File: src/hdl/udc_pkg.sv
// constants and types shared by the usb dma channel engine
package udc_pkg;
  localparam int NCH = 4;
  localparam int CW = 2;
  localparam logic [31:0] NUM_CH = 32'h0000_0004;
  localparam logic [7:0] REG_SEL = 8'h00;
  localparam logic [7:0] REG_CFG = 8'h04;
  localparam logic [7:0] REG_ADDR = 8'h08;
  localparam logic [7:0] REG_CNT = 8'h0C;
  localparam logic [7:0] REG_CTRL = 8'h10;
  localparam logic [7:0] REG_INT = 8'h14;
  localparam logic [7:0] REG_STAT = 8'h18;
  localparam logic [7:0] REG_NUM = 8'h1C;
  localparam int CFG_IE = 8;
  localparam int CFG_EN = 9;
  localparam int CTL_EN = 0;
  localparam int CTL_DIS = 1;
  localparam int CTL_IEN = 2;
  localparam int CTL_IDIS = 3;
  localparam int STAT_ERR = 0;
  localparam logic DIR_RX = 1'h0;
  localparam logic DIR_TX = 1'h1;
  localparam logic MODE_SINGLE = 1'h0;
  localparam logic MODE_MULTI = 1'h1;
  localparam logic [1:0] BURST_NONE = 2'h0;
  localparam logic [1:0] BURST_4 = 2'h1;
  localparam logic [1:0] BURST_8 = 2'h2;
  localparam logic [1:0] BURST_16 = 2'h3;
  localparam logic [6:0] MAX_PKT = 7'h40;
  localparam logic [1:0] RESP_OKAY = 2'h0;
  localparam logic [1:0] RESP_SLVERR = 2'h2;
  localparam logic [31:0] RST_WORD = 32'h0000_0000;
  typedef struct packed {
    logic [3:0] ep;
    logic [1:0] burst;
    logic mode;
    logic dir;
  } udc_cfg_type;
  typedef struct packed {
    logic wr;
    logic rd;
    logic [7:0] waddr;
    logic [7:0] raddr;
    logic [31:0] wdata;
    logic [3:0] wstrb;
  } udc_req_type;
endpackage

File: src/hdl/udc_axil.sv
// axi4-lite slave front end of the dma register file
`timescale 1ns/1ps
module udc_axil
  import udc_pkg::*;
(
  input wire logic clk_sys_i,
  input wire logic nrst_i,
  input wire logic awvalid_i,
  output logic awready_o,
  input wire logic [7:0] awaddr_i,
  input wire logic wvalid_i,
  output logic wready_o,
  input wire logic [31:0] wdata_i,
  input wire logic [3:0] wstrb_i,
  output logic bvalid_o,
  input wire logic bready_i,
  output logic [1:0] bresp_o,
  input wire logic arvalid_i,
  output logic arready_o,
  input wire logic [7:0] araddr_i,
  output logic rvalid_o,
  input wire logic rready_i,
  output logic [31:0] rdata_o,
  output logic [1:0] rresp_o,
  output udc_req_type req_o,
  input wire logic [31:0] rval_i,
  input wire logic rhit_i,
  input wire logic whit_i
);
  logic aw_q, w_q, ar_q;
  logic [7:0] waddr_q, raddr_q;
  logic [31:0] wdata_q;
  logic [3:0] wstrb_q;

  assign req_o = '{wr: aw_q && w_q, rd: ar_q, waddr: waddr_q, raddr: raddr_q, wdata: wdata_q, wstrb: wstrb_q};

  always_ff @(posedge clk_sys_i) begin
    if (!nrst_i) begin
      aw_q <= 1'h0;
      awready_o <= 1'h0;
      waddr_q <= 8'h00;
    end else if (awvalid_i && awready_o) begin
      aw_q <= 1'h1;
      awready_o <= 1'h0;
      waddr_q <= awaddr_i;
    end else if (req_o.wr) begin
      aw_q <= 1'h0;
    end else if (!aw_q && !bvalid_o) begin
      awready_o <= 1'h1;
    end
  end

  always_ff @(posedge clk_sys_i) begin
    if (!nrst_i) begin
      w_q <= 1'h0;
      wready_o <= 1'h0;
      wdata_q <= RST_WORD;
      wstrb_q <= 4'h0;
    end else if (wvalid_i && wready_o) begin
      w_q <= 1'h1;
      wready_o <= 1'h0;
      wdata_q <= wdata_i;
      wstrb_q <= wstrb_i;
    end else if (req_o.wr) begin
      w_q <= 1'h0;
    end else if (!w_q && !bvalid_o) begin
      wready_o <= 1'h1;
    end
  end

  always_ff @(posedge clk_sys_i) begin
    if (!nrst_i) begin
      bvalid_o <= 1'h0;
      bresp_o <= RESP_OKAY;
    end else if (req_o.wr) begin
      bvalid_o <= 1'h1;
      bresp_o <= whit_i ? RESP_OKAY : RESP_SLVERR;
    end else if (bready_i) begin
      bvalid_o <= 1'h0;
    end
  end

  always_ff @(posedge clk_sys_i) begin
    if (!nrst_i) begin
      ar_q <= 1'h0;
      arready_o <= 1'h0;
      raddr_q <= 8'h00;
    end else if (arvalid_i && arready_o) begin
      ar_q <= 1'h1;
      arready_o <= 1'h0;
      raddr_q <= araddr_i;
    end else if (req_o.rd) begin
      ar_q <= 1'h0;
    end else if (!rvalid_o) begin
      arready_o <= 1'h1;
    end
  end

  always_ff @(posedge clk_sys_i) begin
    if (!nrst_i) begin
      rvalid_o <= 1'h0;
      rdata_o <= RST_WORD;
      rresp_o <= RESP_OKAY;
    end else if (req_o.rd) begin
      rvalid_o <= 1'h1;
      rdata_o <= rhit_i ? rval_i : RST_WORD;
      rresp_o <= rhit_i ? RESP_OKAY : RESP_SLVERR;
    end else if (rready_i) begin
      rvalid_o <= 1'h0;
    end
  end
endmodule

File: src/hdl/udc_chan.sv
// one dma channel: setup, live address and count, flags
`timescale 1ns/1ps
module udc_chan
  import udc_pkg::*;
(
  input wire logic clk_sys_i,
  input wire logic nrst_i,
  input wire logic cfg_wr_i,
  input wire logic addr_wr_i,
  input wire logic cnt_wr_i,
  input wire logic [31:0] wdata_i,
  input wire logic en_set_i,
  input wire logic en_clr_i,
  input wire logic ie_set_i,
  input wire logic ie_clr_i,
  input wire logic err_set_i,
  input wire logic err_clr_i,
  input wire logic step_i,
  output udc_cfg_type cfg_o,
  output logic en_o,
  output logic ie_o,
  output logic err_o,
  output logic [31:0] addr_o,
  output logic [31:0] cnt_o
);
  always_ff @(posedge clk_sys_i) begin
    if (!nrst_i) begin
      cfg_o <= '0;
    end else if (cfg_wr_i) begin
      cfg_o <= udc_cfg_type'(wdata_i[7:0]);
    end
  end

  // stop wins over start; last byte stops the channel itself
  always_ff @(posedge clk_sys_i) begin
    if (!nrst_i) begin
      en_o <= 1'h0;
    end else if (en_clr_i || err_set_i || (step_i && cnt_o == 32'h0000_0001)) begin
      en_o <= 1'h0;
    end else if (en_set_i || (cfg_wr_i && wdata_i[CFG_EN])) begin
      en_o <= 1'h1;
    end
  end

  always_ff @(posedge clk_sys_i) begin
    if (!nrst_i) begin
      ie_o <= 1'h0;
    end else if (ie_clr_i) begin
      ie_o <= 1'h0;
    end else if (ie_set_i || (cfg_wr_i && wdata_i[CFG_IE])) begin
      ie_o <= 1'h1;
    end
  end

  always_ff @(posedge clk_sys_i) begin
    if (!nrst_i) begin
      err_o <= 1'h0;
    end else if (err_set_i) begin
      err_o <= 1'h1;
    end else if (err_clr_i) begin
      err_o <= 1'h0;
    end
  end

  // a software write beats a step in the same cycle
  always_ff @(posedge clk_sys_i) begin
    if (!nrst_i) begin
      addr_o <= RST_WORD;
      cnt_o <= RST_WORD;
    end else begin
      if (addr_wr_i) begin
        addr_o <= wdata_i;
      end else if (step_i) begin
        addr_o <= addr_o + 32'h0000_0001;
      end
      if (cnt_wr_i) begin
        cnt_o <= wdata_i;
      end else if (step_i) begin
        cnt_o <= cnt_o - 32'h0000_0001;
      end
    end
  end
endmodule

File: src/hdl/udc_top.sv
// usb endpoint dma engine: registers, channel arbiter and byte mover
// What this block does
// - Channels are picked by zero-based index; channel accesses touch only that channel.
// - Channel address is read source on transmit, write destination on receive.
// - Reading the address gives the live transfer address.
// - A byte count sets how many bytes the channel moves.
// - Reading the count gives the live remaining byte count.
// - Each channel is tied to one endpoint and only moves its FIFO data.
// - Burst setting: none, four, eight or sixteen words on the memory side.
// - Single-packet mode raises one completion interrupt per packet.
// - Multi-packet mode raises one completion interrupt per whole transfer.
// - Receive moves FIFO to memory; transmit moves memory to FIFO.
// - Setup write may arm the channel interrupt at once.
// - Setup write may start the channel at once.
// - Per-channel enable; transfers happen only while enabled.
// - Per-channel disable stops only the selected channel.
// - Per-channel interrupt enable and disable; disabled channels raise nothing.
// - Interrupt status has one bit per channel; reading clears those pending.
// - Multi-packet receive starts only on a full packet, never on short.
// - Per-channel error flag, cleared by writing back the bits read.
// - A register reports the number of channels, zero if absent.
`timescale 1ns/1ps
module udc_top
  import udc_pkg::*;
(
  input wire logic clk_sys_i,
  input wire logic nrst_i,
  input wire logic s_axi_awvalid_i,
  output logic s_axi_awready_o,
  input wire logic [7:0] s_axi_awaddr_i,
  input wire logic s_axi_wvalid_i,
  output logic s_axi_wready_o,
  input wire logic [31:0] s_axi_wdata_i,
  input wire logic [3:0] s_axi_wstrb_i,
  output logic s_axi_bvalid_o,
  input wire logic s_axi_bready_i,
  output logic [1:0] s_axi_bresp_o,
  input wire logic s_axi_arvalid_i,
  output logic s_axi_arready_o,
  input wire logic [7:0] s_axi_araddr_i,
  output logic s_axi_rvalid_o,
  input wire logic s_axi_rready_i,
  output logic [31:0] s_axi_rdata_o,
  output logic [1:0] s_axi_rresp_o,
  output logic [3:0] ep_sel_o,
  input wire logic [15:0] ep_rx_avail_i,
  input wire logic [15:0] ep_pkt_full_i,
  input wire logic ep_rx_valid_i,
  input wire logic [7:0] ep_rx_data_i,
  input wire logic ep_rx_last_i,
  output logic ep_rx_ready_o,
  output logic ep_tx_valid_o,
  output logic [7:0] ep_tx_data_o,
  output logic ep_tx_last_o,
  input wire logic ep_tx_ready_i,
  output logic mem_req_o,
  output logic mem_we_o,
  output logic [31:0] mem_addr_o,
  output logic [7:0] mem_wdata_o,
  output logic [1:0] mem_burst_o,
  input wire logic [7:0] mem_rdata_i,
  input wire logic mem_ack_i,
  input wire logic mem_err_i,
  output logic irq_o
);
  typedef enum logic [1:0] {ST_IDLE, ST_RX_GET, ST_MEM, ST_TX_PUT} udc_st_type;

  udc_req_type req;
  udc_st_type st_q;
  udc_cfg_type ch_cfg [NCH];
  udc_cfg_type cc;
  logic [31:0] ch_addr [NCH];
  logic [31:0] ch_cnt [NCH];
  logic [NCH-1:0] ch_en, ch_ie, ch_err;
  logic [NCH-1:0] pend_q, pend_nx, set_vec, en_prev_q;
  logic [CW-1:0] sel_q, cur_q, pick;
  logic [6:0] pkt_off_q;
  logic [32:0] wcur, rcur;
  logic [31:0] wval, ccnt;
  logic last_q, go, pkt_end, step, err_set, rd_int;
  logic wr_sel, wr_cfg, wr_addr, wr_cnt, wr_ctl, wr_stat;

  // register view of the selected channel, {hit, data}
  function automatic logic [32:0] rd_val(input logic [7:0] a);
    case (a)
      REG_SEL: rd_val = {1'h1, 30'h0, sel_q};
      REG_CFG: rd_val = {1'h1, 22'h0, ch_en[sel_q], ch_ie[sel_q], ch_cfg[sel_q]};
      REG_ADDR: rd_val = {1'h1, ch_addr[sel_q]};
      REG_CNT: rd_val = {1'h1, ch_cnt[sel_q]};
      REG_CTRL: rd_val = {1'h1, RST_WORD};
      REG_INT: rd_val = {1'h1, 28'h0, pend_q};
      REG_STAT: rd_val = {1'h1, 31'h0, ch_err[sel_q]};
      REG_NUM: rd_val = {1'h1, NUM_CH};
      default: rd_val = {1'h0, RST_WORD};
    endcase
  endfunction

  udc_axil u_axil (
    .clk_sys_i(clk_sys_i),
    .nrst_i(nrst_i),
    .awvalid_i(s_axi_awvalid_i),
    .awready_o(s_axi_awready_o),
    .awaddr_i(s_axi_awaddr_i),
    .wvalid_i(s_axi_wvalid_i),
    .wready_o(s_axi_wready_o),
    .wdata_i(s_axi_wdata_i),
    .wstrb_i(s_axi_wstrb_i),
    .bvalid_o(s_axi_bvalid_o),
    .bready_i(s_axi_bready_i),
    .bresp_o(s_axi_bresp_o),
    .arvalid_i(s_axi_arvalid_i),
    .arready_o(s_axi_arready_o),
    .araddr_i(s_axi_araddr_i),
    .rvalid_o(s_axi_rvalid_o),
    .rready_i(s_axi_rready_i),
    .rdata_o(s_axi_rdata_o),
    .rresp_o(s_axi_rresp_o),
    .req_o(req),
    .rval_i(rcur[31:0]),
    .rhit_i(rcur[32]),
    .whit_i(wcur[32])
  );

  // partial writes keep the unselected bytes of the current value
  always_comb begin
    wcur = rd_val(req.waddr);
    rcur = rd_val(req.raddr);
    wval = wcur[31:0];
    for (int b = 0; b < 4; b++) begin
      if (req.wstrb[b]) begin
        wval[8*b +: 8] = req.wdata[8*b +: 8];
      end
    end
  end

  assign wr_sel = req.wr && req.waddr == REG_SEL;
  assign wr_cfg = req.wr && req.waddr == REG_CFG;
  assign wr_addr = req.wr && req.waddr == REG_ADDR;
  assign wr_cnt = req.wr && req.waddr == REG_CNT;
  assign wr_ctl = req.wr && req.waddr == REG_CTRL;
  assign wr_stat = req.wr && req.waddr == REG_STAT;
  assign rd_int = req.rd && req.raddr == REG_INT;

  always_ff @(posedge clk_sys_i) begin
    if (!nrst_i) begin
      sel_q <= '0;
    end else if (wr_sel) begin
      sel_q <= wval[CW-1:0];
    end
  end

  for (genvar i = 0; i < NCH; i++) begin : g_ch
    logic me, act;
    assign me = sel_q == CW'(i);
    assign act = cur_q == CW'(i);
    udc_chan u_chan (
      .clk_sys_i(clk_sys_i),
      .nrst_i(nrst_i),
      .cfg_wr_i(me && wr_cfg),
      .addr_wr_i(me && wr_addr),
      .cnt_wr_i(me && wr_cnt),
      .wdata_i(wval),
      .en_set_i(me && wr_ctl && wval[CTL_EN]),
      .en_clr_i(me && wr_ctl && wval[CTL_DIS]),
      .ie_set_i(me && wr_ctl && wval[CTL_IEN]),
      .ie_clr_i(me && wr_ctl && wval[CTL_IDIS]),
      .err_set_i(act && err_set),
      // a written one clears; the merged read-back must not clear it on a partial write
      .err_clr_i(me && wr_stat && req.wstrb[0] && req.wdata[STAT_ERR]),
      .step_i(act && step),
      .cfg_o(ch_cfg[i]),
      .en_o(ch_en[i]),
      .ie_o(ch_ie[i]),
      .err_o(ch_err[i]),
      .addr_o(ch_addr[i]),
      .cnt_o(ch_cnt[i])
    );
  end

  // lowest ready channel wins; a channel keeps the mover to its packet end
  always_comb begin
    go = 1'h0;
    pick = '0;
    for (int i = NCH - 1; i >= 0; i--) begin
      if (ch_en[i] && ch_cnt[i] != RST_WORD && (ch_cfg[i].dir == DIR_TX ||
          (ch_cfg[i].mode == MODE_MULTI ? ep_pkt_full_i[ch_cfg[i].ep] : ep_rx_avail_i[ch_cfg[i].ep]))) begin
        go = 1'h1;
        pick = CW'(i);
      end
    end
  end

  assign cc = ch_cfg[cur_q];
  assign ccnt = ch_cnt[cur_q];
  assign pkt_end = ccnt == 32'h0000_0001 || pkt_off_q == MAX_PKT - 7'h01 || (cc.dir == DIR_RX && last_q);
  assign step = (st_q == ST_MEM && mem_ack_i && !mem_err_i && cc.dir == DIR_RX) ||
                (st_q == ST_TX_PUT && ep_tx_ready_i);
  assign err_set = st_q == ST_MEM && mem_ack_i && mem_err_i;
  // per packet in single mode, only at count zero in multi mode
  assign set_vec = (step && pkt_end && ch_ie[cur_q] && (cc.mode == MODE_SINGLE || ccnt == 32'h0000_0001)) ?
                   NCH'(1) << cur_q : '0;
  // a completion in the reading cycle survives the clear
  assign pend_nx = rd_int ? set_vec : (pend_q | set_vec);

  always_ff @(posedge clk_sys_i) begin
    if (!nrst_i) begin
      pend_q <= '0;
      irq_o <= 1'h0;
      en_prev_q <= '0;
    end else begin
      pend_q <= pend_nx;
      irq_o <= |pend_nx;
      en_prev_q <= ch_en;
    end
  end

  always_ff @(posedge clk_sys_i) begin
    if (!nrst_i) begin
      st_q <= ST_IDLE;
      cur_q <= '0;
      pkt_off_q <= 7'h00;
      last_q <= 1'h0;
      ep_sel_o <= 4'h0;
      ep_rx_ready_o <= 1'h0;
      ep_tx_valid_o <= 1'h0;
      ep_tx_data_o <= 8'h00;
      ep_tx_last_o <= 1'h0;
      mem_req_o <= 1'h0;
      mem_we_o <= 1'h0;
      mem_addr_o <= RST_WORD;
      mem_wdata_o <= 8'h00;
      mem_burst_o <= BURST_NONE;
    end else begin
      case (st_q)
        ST_IDLE: begin
          if (go) begin
            cur_q <= pick;
            pkt_off_q <= 7'h00;
            last_q <= 1'h0;
            ep_sel_o <= ch_cfg[pick].ep;
            mem_burst_o <= ch_cfg[pick].burst;
            if (ch_cfg[pick].dir == DIR_RX) begin
              st_q <= ST_RX_GET;
              ep_rx_ready_o <= 1'h1;
            end else begin
              st_q <= ST_MEM;
              mem_req_o <= 1'h1;
              mem_we_o <= 1'h0;
              mem_addr_o <= ch_addr[pick];
            end
          end
        end
        ST_RX_GET: begin
          // a byte offered with ready high is already taken, so it beats a stop
          if (ep_rx_valid_i) begin
            ep_rx_ready_o <= 1'h0;
            last_q <= ep_rx_last_i;
            mem_wdata_o <= ep_rx_data_i;
            mem_req_o <= 1'h1;
            mem_we_o <= 1'h1;
            mem_addr_o <= ch_addr[cur_q];
            st_q <= ST_MEM;
          end else if (!ch_en[cur_q]) begin
            ep_rx_ready_o <= 1'h0;
            st_q <= ST_IDLE;
          end
        end
        ST_MEM: begin
          if (mem_ack_i) begin
            mem_req_o <= 1'h0;
            if (mem_err_i) begin
              st_q <= ST_IDLE;
            end else if (cc.dir == DIR_TX) begin
              ep_tx_data_o <= mem_rdata_i;
              ep_tx_last_o <= pkt_end;
              ep_tx_valid_o <= 1'h1;
              st_q <= ST_TX_PUT;
            end
          end
        end
        ST_TX_PUT: begin
          if (ep_tx_ready_i) begin
            ep_tx_valid_o <= 1'h0;
          end
        end
        default: st_q <= ST_IDLE;
      endcase
      if (step) begin
        pkt_off_q <= pkt_off_q + 7'h01;
        if (pkt_end || !ch_en[cur_q]) begin
          st_q <= ST_IDLE;
        end else if (cc.dir == DIR_RX) begin
          st_q <= ST_RX_GET;
          ep_rx_ready_o <= 1'h1;
        end else begin
          // the channel address moves on at this same edge
          st_q <= ST_MEM;
          mem_req_o <= 1'h1;
          mem_addr_o <= ch_addr[cur_q] + 32'h0000_0001;
        end
      end
    end
  end

  rx_ready_state_a: assert property (@(posedge clk_sys_i) disable iff (!nrst_i)
    ep_rx_ready_o |-> st_q == ST_RX_GET && cc.dir == DIR_RX)
    else $error("rx ready outside a receive fetch");

  step_advance_a: assert property (@(posedge clk_sys_i) disable iff (!nrst_i)
    (step && !wr_cnt && !wr_addr) |=>
      ccnt == $past(ccnt) - 32'h0000_0001 && ch_addr[cur_q] == $past(ch_addr[cur_q]) + 32'h0000_0001)
    else $error("byte step did not move address and count");

  start_enabled_a: assert property (@(posedge clk_sys_i) disable iff (!nrst_i)
    (st_q == ST_IDLE ##1 st_q != ST_IDLE) |-> en_prev_q[cur_q])
    else $error("transfer started on a disabled channel");

  ep_bind_a: assert property (@(posedge clk_sys_i) disable iff (!nrst_i)
    (st_q == ST_IDLE ##1 st_q != ST_IDLE) |-> ep_sel_o == cc.ep)
    else $error("endpoint select differs from channel setup");

  irq_gate_a: assert property (@(posedge clk_sys_i) disable iff (!nrst_i)
    (pend_q & ~$past(pend_q) & ~$past(ch_ie)) == '0)
    else $error("pending bit set with interrupt disabled");

  int_clear_a: assert property (@(posedge clk_sys_i) disable iff (!nrst_i)
    (rd_int && set_vec == '0) |=> pend_q == '0 && !irq_o)
    else $error("status read did not clear pending bits");

  multi_quiet_a: assert property (@(posedge clk_sys_i) disable iff (!nrst_i)
    (step && cc.mode == MODE_MULTI && ccnt != 32'h0000_0001 && !rd_int) |=> pend_q == $past(pend_q))
    else $error("multi packet mode raised an early completion");

  single_irq_a: assert property (@(posedge clk_sys_i) disable iff (!nrst_i)
    (step && pkt_end && cc.mode == MODE_SINGLE && ch_ie[cur_q]) |=> pend_q[cur_q] && irq_o)
    else $error("single packet completion not raised");

  mrx_full_a: assert property (@(posedge clk_sys_i) disable iff (!nrst_i)
    (st_q == ST_IDLE ##1 st_q == ST_RX_GET && cc.mode == MODE_MULTI) |-> $past(ep_pkt_full_i) != 16'h0000)
    else $error("multi packet receive began without a full packet");

  err_flag_a: assert property (@(posedge clk_sys_i) disable iff (!nrst_i)
    err_set |=> ch_err[cur_q] && !ch_en[cur_q] && st_q == ST_IDLE)
    else $error("memory error not flagged");
endmodule

File: config.mk
export PLATFORM = sky130hd
export DESIGN_NAME = udc_top
export DESIGN_NICKNAME = d
export VERILOG_FILES = /design/src/hdl/udc_pkg.sv /design/src/hdl/udc_axil.sv /design/src/hdl/udc_chan.sv /design/src/hdl/udc_top.sv
export SDC_FILE = /design/constraint.sdc
export NUM_CORES = 2
export LEC_CHECK = 0
export BUFFER_PORTS_ARGS = -buffer_cell sky130_fd_sc_hd__buf_4
export CAP_MARGIN = 20
export CELL_PAD_IN_SITES_DETAIL_PLACEMENT = 1
export CELL_PAD_IN_SITES_GLOBAL_PLACEMENT = 1
export CORE_ASPECT_RATIO = 0.7
export CORE_UTILIZATION = 40
export CTS_BUF_LIST = sky130_fd_sc_hd__clkbuf_16
export DETAILED_ROUTE_END_ITERATION = 6
export GPL_TIMING_DRIVEN = 0
export PLACE_DENSITY = 0.68
export SETUP_SLACK_MARGIN = 0.15
export SLEW_MARGIN = 20
export SYNTH_ARGS = -nofsm -noshare
export SYNTH_HDL_FRONTEND = slang
export SYNTH_HIERARCHICAL = 1
export SYNTH_SLANG_ARGS = --single-unit
File: constraint.sdc
create_clock -name clk_sys_i -period 11 [get_ports clk_sys_i]
set_input_delay 1.65 -clock clk_sys_i [delete_from_list [all_inputs] [get_ports clk_sys_i]]
set_output_delay 1.65 -clock clk_sys_i [all_outputs]
set_load 0.05 [all_outputs]
Word level (Yosys, flattened, before mapping)
Index checks and enable logic that the tools add are counted.
W data, S select, Z words.
{"block": "totals", "reg_bits": 474, "out_inout_bits": 101, "word_cells": 470, "mem_count": 0, "latchBits": 0, "mem_bits_rw": 0, "rom_bits": 0}
{"block": "classes", "n_reduce_logical": 177, "bitwise": 11, "mul": 0, "addsub": 10, "n_shift": 1, "n_eq_ne": 40, "muxes": 154, "n_lt_le_gt_ge": 9, "n_div": 0}
{"cell": "$mux W32", "count": 33}
{"cell": "$pmux W33 S8", "count": 2}
{"cell": "$bmux W32 S2", "count": 5}
{"cell": "$add A32 B1 Y32 const B", "count": 5}
{"cell": "$eq A32 B1 Y1 const B", "count": 5}
{"cell": "$reduce_bool A32 Y1", "count": 4}
{"cell": "$sub A32 B1 Y32 const B", "count": 4}
{"cell": "$logic_and A1 B1 Y1", "count": 94}
{"cell": "$eq A8 B5 Y1 const B", "count": 8}
{"cell": "$mux W8", "count": 8}
{"cell": "$pmux W32 S2", "count": 1}
{"cell": "$mux W1", "count": 60}
{"cell": "$bmux W8 S2", "count": 3}
{"cell": "$reduce_bool A2 Y1", "count": 20}
{"cell": "$mux W2", "count": 18}
{"cell": "$bmux W1 S4", "count": 8}
{"cell": "$eq A8 B4 Y1 const B", "count": 4}
{"cell": "$logic_or A1 B1 Y1", "count": 25}
{"cell": "$reduce_or A2 Y1", "count": 11}
{"cell": "$mux W7", "count": 3}
{"cell": "$lt A4 B5 Y1 const B", "count": 4}
{"cell": "$eq A8 B3 Y1 const B", "count": 2}
{"cell": "$logic_not A8 Y1", "count": 2}
{"cell": "$ne A2 B2 Y1 const B", "count": 7}
{"cell": "other kinds (25)", "count": 66}

Longest topological paths before layout
{"block": "logic_depth", "depth_word": 19, "depth_mapped": 14}

Modules after synthesis
The synthesis kept the hierarchy.
{"mod": "udc_top", "area_per_inst_um2": 12278.0, "seq_area_each_um2": 1561.5, "cells_each": 1427, "instances": 1}
{"mod": "udc_chan at g_ch[1].u_chan ...", "area_per_inst_um2": 3876.2, "seq_area_each_um2": 1501.4, "cells_each": 473, "instances": 3}
{"mod": "udc_chan at g_ch[0].u_chan", "area_per_inst_um2": 4260.3, "seq_area_each_um2": 1501.4, "cells_each": 517, "instances": 1}
{"mod": "udc_axil", "area_per_inst_um2": 3693.5, "seq_area_each_um2": 1881.8, "cells_each": 420, "instances": 1}

Worst setup path after synthesis
Ideal clock, no wire load.
{"block": "synth_path", "path_type": "input port to flip-flop", "from": "in mem_err_i", "to": "reg g_ch[0].u_chan.addr_o[30]", "slack_ps": 6727, "cell_stages": 10, "setup_ps": 74, "arrival_time_ps": 4198, "required_ps": 10926, "path_cell_list": "nor2b_1 nand2_1 o21a_1 clkbuf_1 nor3_1 buf_2 nand2_1 or4_1 or4_1 a31oi_1"}
{"block": "synth_via", "elab_chain_len": 6}
{"item": "start: declaration", "line": "udc_top.sv:63", "rtl": "input wire logic mem_err_i,"}
{"item": "$logic_not A1 Y1", "line": "udc_top.sv:196", "rtl": "assign step = (st_q == ST_MEM && mem_ack_i && !mem_err_i && cc.dir == DIR_RX) ||"}
{"item": "$logic_and A1 B1 Y1 (2 in series)", "line": "udc_top.sv:196"}
{"item": "$logic_or A1 B1 Y1", "line": "udc_top.sv:196"}
{"item": "$logic_and A1 B1 Y1", "line": "udc_top.sv:170", "rtl": ".step_i(act && step),"}
{"item": "$reduce_bool A2 Y1 (no line)"}
{"item": "end signal: assignment", "line": "udc_chan.sv:72", "rtl": "addr_o <= wdata_i;"}
{"item": "end signal: assignment", "line": "udc_chan.sv:74", "rtl": "addr_o <= addr_o + 32'h0000_0001;"}
{"item": "end: declaration", "line": "udc_chan.sv:23", "rtl": "output logic [31:0] addr_o,"}
No other way between the ends.
A chain may end at the register's enable or synchronous reset.

Worst setup path in the final report
{"block": "layout_path", "from": "reg sel_q[0]", "to": "reg g_ch[1].u_chan.en_o"}
{"block": "layout_via", "elab_chain_len": 10, "elab_cells_between_ends": 27, "classes_between": "eq/ne: 1; mux: 16; bitwise: 1; reduce/logical: 9"}
{"item": "start: declaration", "line": "udc_top.sv:76", "rtl": "logic [CW-1:0] sel_q, cur_q, pick;"}
{"item": "start signal: assignment", "line": "udc_top.sv:148", "rtl": "sel_q <= wval[CW-1:0];"}
{"item": "$not A2 Y3 (not written as such)", "line": "udc_top.sv:87, udc_top.sv:88, udc_top.sv:89"}
{"item": "$bmux W32 S2, or another cell as far along", "line": "udc_top.sv:89", "rtl": "REG_CNT: rd_val = {1'h1, ch_cnt[sel_q]};"}
{"item": "$mux W32 (not written as such), or another cell as far along (2 in series)", "line": "udc_top.sv:89"}
{"item": "$pmux W33 S8", "line": "udc_top.sv:85", "rtl": "case (a)"}
{"item": "$mux W8", "line": "udc_top.sv:130", "rtl": "if (req.wstrb[b]) begin"}
{"item": "$logic_and A1 B1 Y1", "line": "udc_top.sv:164", "rtl": ".en_clr_i(me && wr_ctl && wval[CTL_DIS]),"}
{"item": "$logic_or A1 B1 Y1 (2 in series)", "line": "udc_chan.sv:38", "rtl": "end else if (en_clr_i || err_set_i || (step_i && cnt_o == 32'h0000_0001)) begin"}
{"item": "$reduce_or A2 Y1 (no line)"}
{"item": "end signal: assignment", "line": "udc_chan.sv:37", "rtl": "en_o <= 1'h0;"}
{"item": "end signal: assignment", "line": "udc_chan.sv:39", "rtl": "en_o <= 1'h0;"}
{"item": "end signal: assignment", "line": "udc_chan.sv:41", "rtl": "en_o <= 1'h1;"}
{"item": "end: declaration", "line": "udc_chan.sv:20", "rtl": "output logic en_o,"}
Parallel ways exist; a longest one is shown, timed or not. The select of a mux whose other input is x is not followed.

==> results.md <==
- Status: finished, final reports clean
- Met2 usage: a little over half
- Crit path required time: approximately 12 ns
- Clk_skew: around 0.035 ns
- Async SR Flop Fraction: 0%
- RSZ-0062 raised after global routing: no
- Synth unique cells: between 90 and 100
- Routed Antenna Nets: 0
- Post-CTS sizing: 0
- Core outline area: slightly below 80000 um^2
- Commonest cells after routing, fill and taps aside: dfxtp_1 (472), nand2_1 (303), o21ai_0 (281), nor2_1 (229), buf_4 (220)
- # fillers: 9433
- Max-cap viol count: 0
- Met3 Use GR: between 15 and 20%
- Gr usage total: approximately two fifths
- Mapped Cells: around 3800
- Cell area after synthesis: 31860 um^2
- Pwr dens: about 120 nW/um^2
- Hold Path Class: reg2reg
- Worst-case vdd ir drop: approximately 0.00011 V
- Post-route design area: 37180 um^2
- Drt initial violations: 5095
- Max Clk Rate: 161.1 MHz
- Vias per cell: around 6.8
- Site Rows: 86
- Post-synth EDFFs: 0
- Final slew viol count: 0
- Worst R2R Path Depth: 12
- Min-delay src: u_axil/wdata_q[4]$_SDFFE_PN0P_
- Synth Register Bits: ~470
- Clock sink count: about 470
- First-pass GRT wire length: about 240 mm
- Post-DP HPWL: around 130 mm
- Port Buffer Count: 208
- Final setup vio count: 0
- # DRC: 0
- RD Place Congestion: 1.045
- Remaining Overflow, GRT: 0
- Slew @ Worst Pin: 1.246 ns
- CTS Root Buffer Type: clkbuf_16
- Reg2reg setup slack: ~4.8 ns
- CP arrival: just under 7 ns
- Met1 Resource Use GR: between 50% and 60%
- Synth Warn #: 6
- Critical path capture point type: flop
- Die Wd: between 300 and 400 um
- Drt wl/cell: roughly 33 um
- Initial Utilization: between 40% and 50%
- Reg2reg start: sel_q[0]$_SDFFE_PN0P_
- CTS Buffer Depth: 3
- Num CTS Buffers: 52
- Final nets: 4199
- Dpl cell area: ~35000 um^2
- Total Routed Length: approximately 170 mm
- Hold Violations, Final: 0
- Crit Path Category: reg2reg
- Leakage power: 12.28 nW
- Largest net degree at the start of global routing: 16
- Ys flop type: dfxtp_1
- Hold depth: 2
- Vias in the first global route: about 33000
- Clock Latency Late Sink: between 0.6 and 0.7 ns
- Die Area: ~81000 um^2
- CP max FO: 10
- Antenna violations before repair: 19
- Post-CTS Hold Fix Bufs: 0
- Worst slew margin: roughly 17%
- R2r endpoint: g_ch[1].u_chan/en_o$_SDFFE_PP0P_
- Initial DRT Pass Iterations: 6
- Leading cell type in the layout, fill and taps excluded: dfxtp_1
- Crit start category: flop
- Share of layout cells above drive strength 1: 16.18%
- H-tree Lvls: 2
- Setup TNS: 0 ns
- Hold path endpoint: u_axil/wdata_q[4]$_SDFFE_PN0P_
- CTS tree: yes
- Ports: 213
- Register area share after synthesis: between 20 and 30%
- # Post-CTS Setup Buffers: 0
- Chip height: 238.1 um
- Fin crit period: 6.209 ns
- Tcrit/Tclk final: ~56%
- Top Usage Layer GRT: met1
- Mean Syn Cell Area: between 8 and 9 um^2
- Clk slew on worst S/H paths: 0.07 ns
- Routed via count: 35111
- Area grow syn2layout: 16.69%
[worst max-delay path: stages, from the launching register on]
cell	delay, ns
dfxtp_1	0.30
buf_2	0.27
buf_1	0.89
clkbuf_2	0.66
clkbuf_1	0.88
clkbuf_1	0.48
nor2b_1	0.23
nand2_1	0.29
nor2_1	0.18
clkbuf_1	0.69
a211oi_1	0.18
or4_1	0.63
a21oi_1	0.40
[metal layers]
layer	routed length, um	vias up
met5	562	-
met4	5941	18
met3	24430	331
met2	64750	2160
met1	73010	17653
li1	-	14949
[report_power, final]
part | leakage, nW | internal, mW | switching (mW)
combinational | 7.59 | 0.255 | 0.570
sequential | 3.81 | 1.75 | 0.0855
clock | 0.879 | 1.09 | 0.855
[area by class of cell]
| type | instances | area [um^2] | share of cell area [%] |
|---|---|---|---|
| inverter | 83 | 311.5 | 0.8380 |
| antenna | 16 | 40.04 | 0.1077 |
| clock inverter | 42 | 446.7 | 1.201 |
| tap | 1056 | 1321 | 3.554 |
| clock buffer | 53 | 1326 | 3.567 |
| sequential | 472 | 9449 | 25.41 |
| multi-input combinational | 2920 | 20940 | 56.31 |
| buffer | 309 | 1409 | 3.789 |
| timing repair buffer | 231 | 1939 | 5.216 |
[state kept, by name, indices dropped and copies added, names as in the netlist, 2 cells and up]
name and flops:
cur_q 2, ep_sel_o 4, ep_tx_data_o 8, g_ch.u_chan/addr_o 128, g_ch.u_chan/cfg_o 32, g_ch.u_chan/cnt_o 128, g_ch.u_chan/en_o 4, g_ch.u_chan/err_o 4
g_ch.u_chan/ie_o 4, mem_addr_o 32, mem_burst_o 2, mem_wdata_o 8, pend_q 4, pkt_off_q 7, sel_q 2, st_q 2
u_axil/raddr_q 8, u_axil/rdata_o 32, u_axil/waddr_q 8, u_axil/wdata_q 32, u_axil/wstrb_q 4
[how the worst max path moves through the flow]
stage | depth (start not counted) | from | slack [ns] | to
floorplan | 10 | mem_err_i | 6.73 | g_ch[0].u_chan/addr_o[30]$_SDFFE_PN0P_
global placement | 9 | sel_q[0]$_SDFFE_PN0P_ | 3.64 | g_ch[0].u_chan/addr_o[19]$_SDFFE_PN0P_
detailed placement | 12 | sel_q[0]$_SDFFE_PN0P_ | 5.08 | g_ch[1].u_chan/en_o$_SDFFE_PP0P_
CTS | 12 | sel_q[0]$_SDFFE_PN0P_ | 5.11 | g_ch[1].u_chan/en_o$_SDFFE_PP0P_
global route | 12 | sel_q[0]$_SDFFE_PN0P_ | 4.69 | g_ch[1].u_chan/en_o$_SDFFE_PP0P_
finish | 12 | sel_q[0]$_SDFFE_PN0P_ | 4.79 | g_ch[1].u_chan/en_o$_SDFFE_PP0P_
[through the flow]
| step | power [mW] | utilization [%] | cells | hold WS, ns | worst slack [ns] |
|---|---|---|---|---|---|
| 2_1_floorplan | 2.292 | - | 3784 | 0.4233 | 6.727 |
| 3_3_place_gp | 2.622 | 44.11 | 5048 | 0.4402 | 3.636 |
| 6_report | 4.602 | 47.20 | 5182 | 0.4534 | 4.791 |
| 3_5_place_dp | 2.650 | 44.87 | 5070 | 0.4468 | 5.084 |
| 4_1_cts | 4.563 | 47.12 | 5165 | 0.4567 | 5.105 |
| 5_1_grt | 4.710 | 47.16 | 5167 | 0.4712 | 4.688 |
[synthesized netlist by cell type (29+ instances only)]
master     number  area [um^2]
mux4_2        132         2973
o21ai_1        66        330.3
a21oi_1       219         1096
xnor2_1       164         1436
a22oi_1        41        307.8
xor2_1         65        569.3
nor2_1        229        859.6
buf_2          48        240.2
dfxtp_1       472         9449
mux2_2         47        529.3
nand2_1       303         1137
nand3_1       109        545.5
a22o_1         35        306.5
buf_1          32        120.1
clkbuf_1      197        739.5
o31ai_1        31        232.7
and4_1         37        324.1
inv_1          79        296.5
mux2i_1       105         1051
nand3b_1       39        292.8
nor3b_1        35        262.8
a31oi_1        40        250.2
or4_1          30        225.2
o2111ai_1      38        332.8
nor2b_1        34        212.7
or3_1          32        200.2
o22ai_1        29        181.4
nor4_1         99        619.3
nand4_1       132        825.8
o21ai_0       303         1516
a211oi_1       72        540.5
nor3_1        123        615.6
[kinds of logic after synthesis]
| kind of cell | after synthesis | share of synthesized area (%) |
|---|---|---|
| other cells | 1 | 0.01177 |
| simple gates | 1355 | 23.02 |
| buf+inv | 392 | 5.392 |
| compound gates | 1029 | 20.38 |
| mux | 287 | 14.54 |
| fa+ha+maj | 18 | 0.7069 |
| flops | 472 | 29.66 |
| xor+xnor | 229 | 6.295 |
Note: power is estimated with default switching activity, not from simulation.
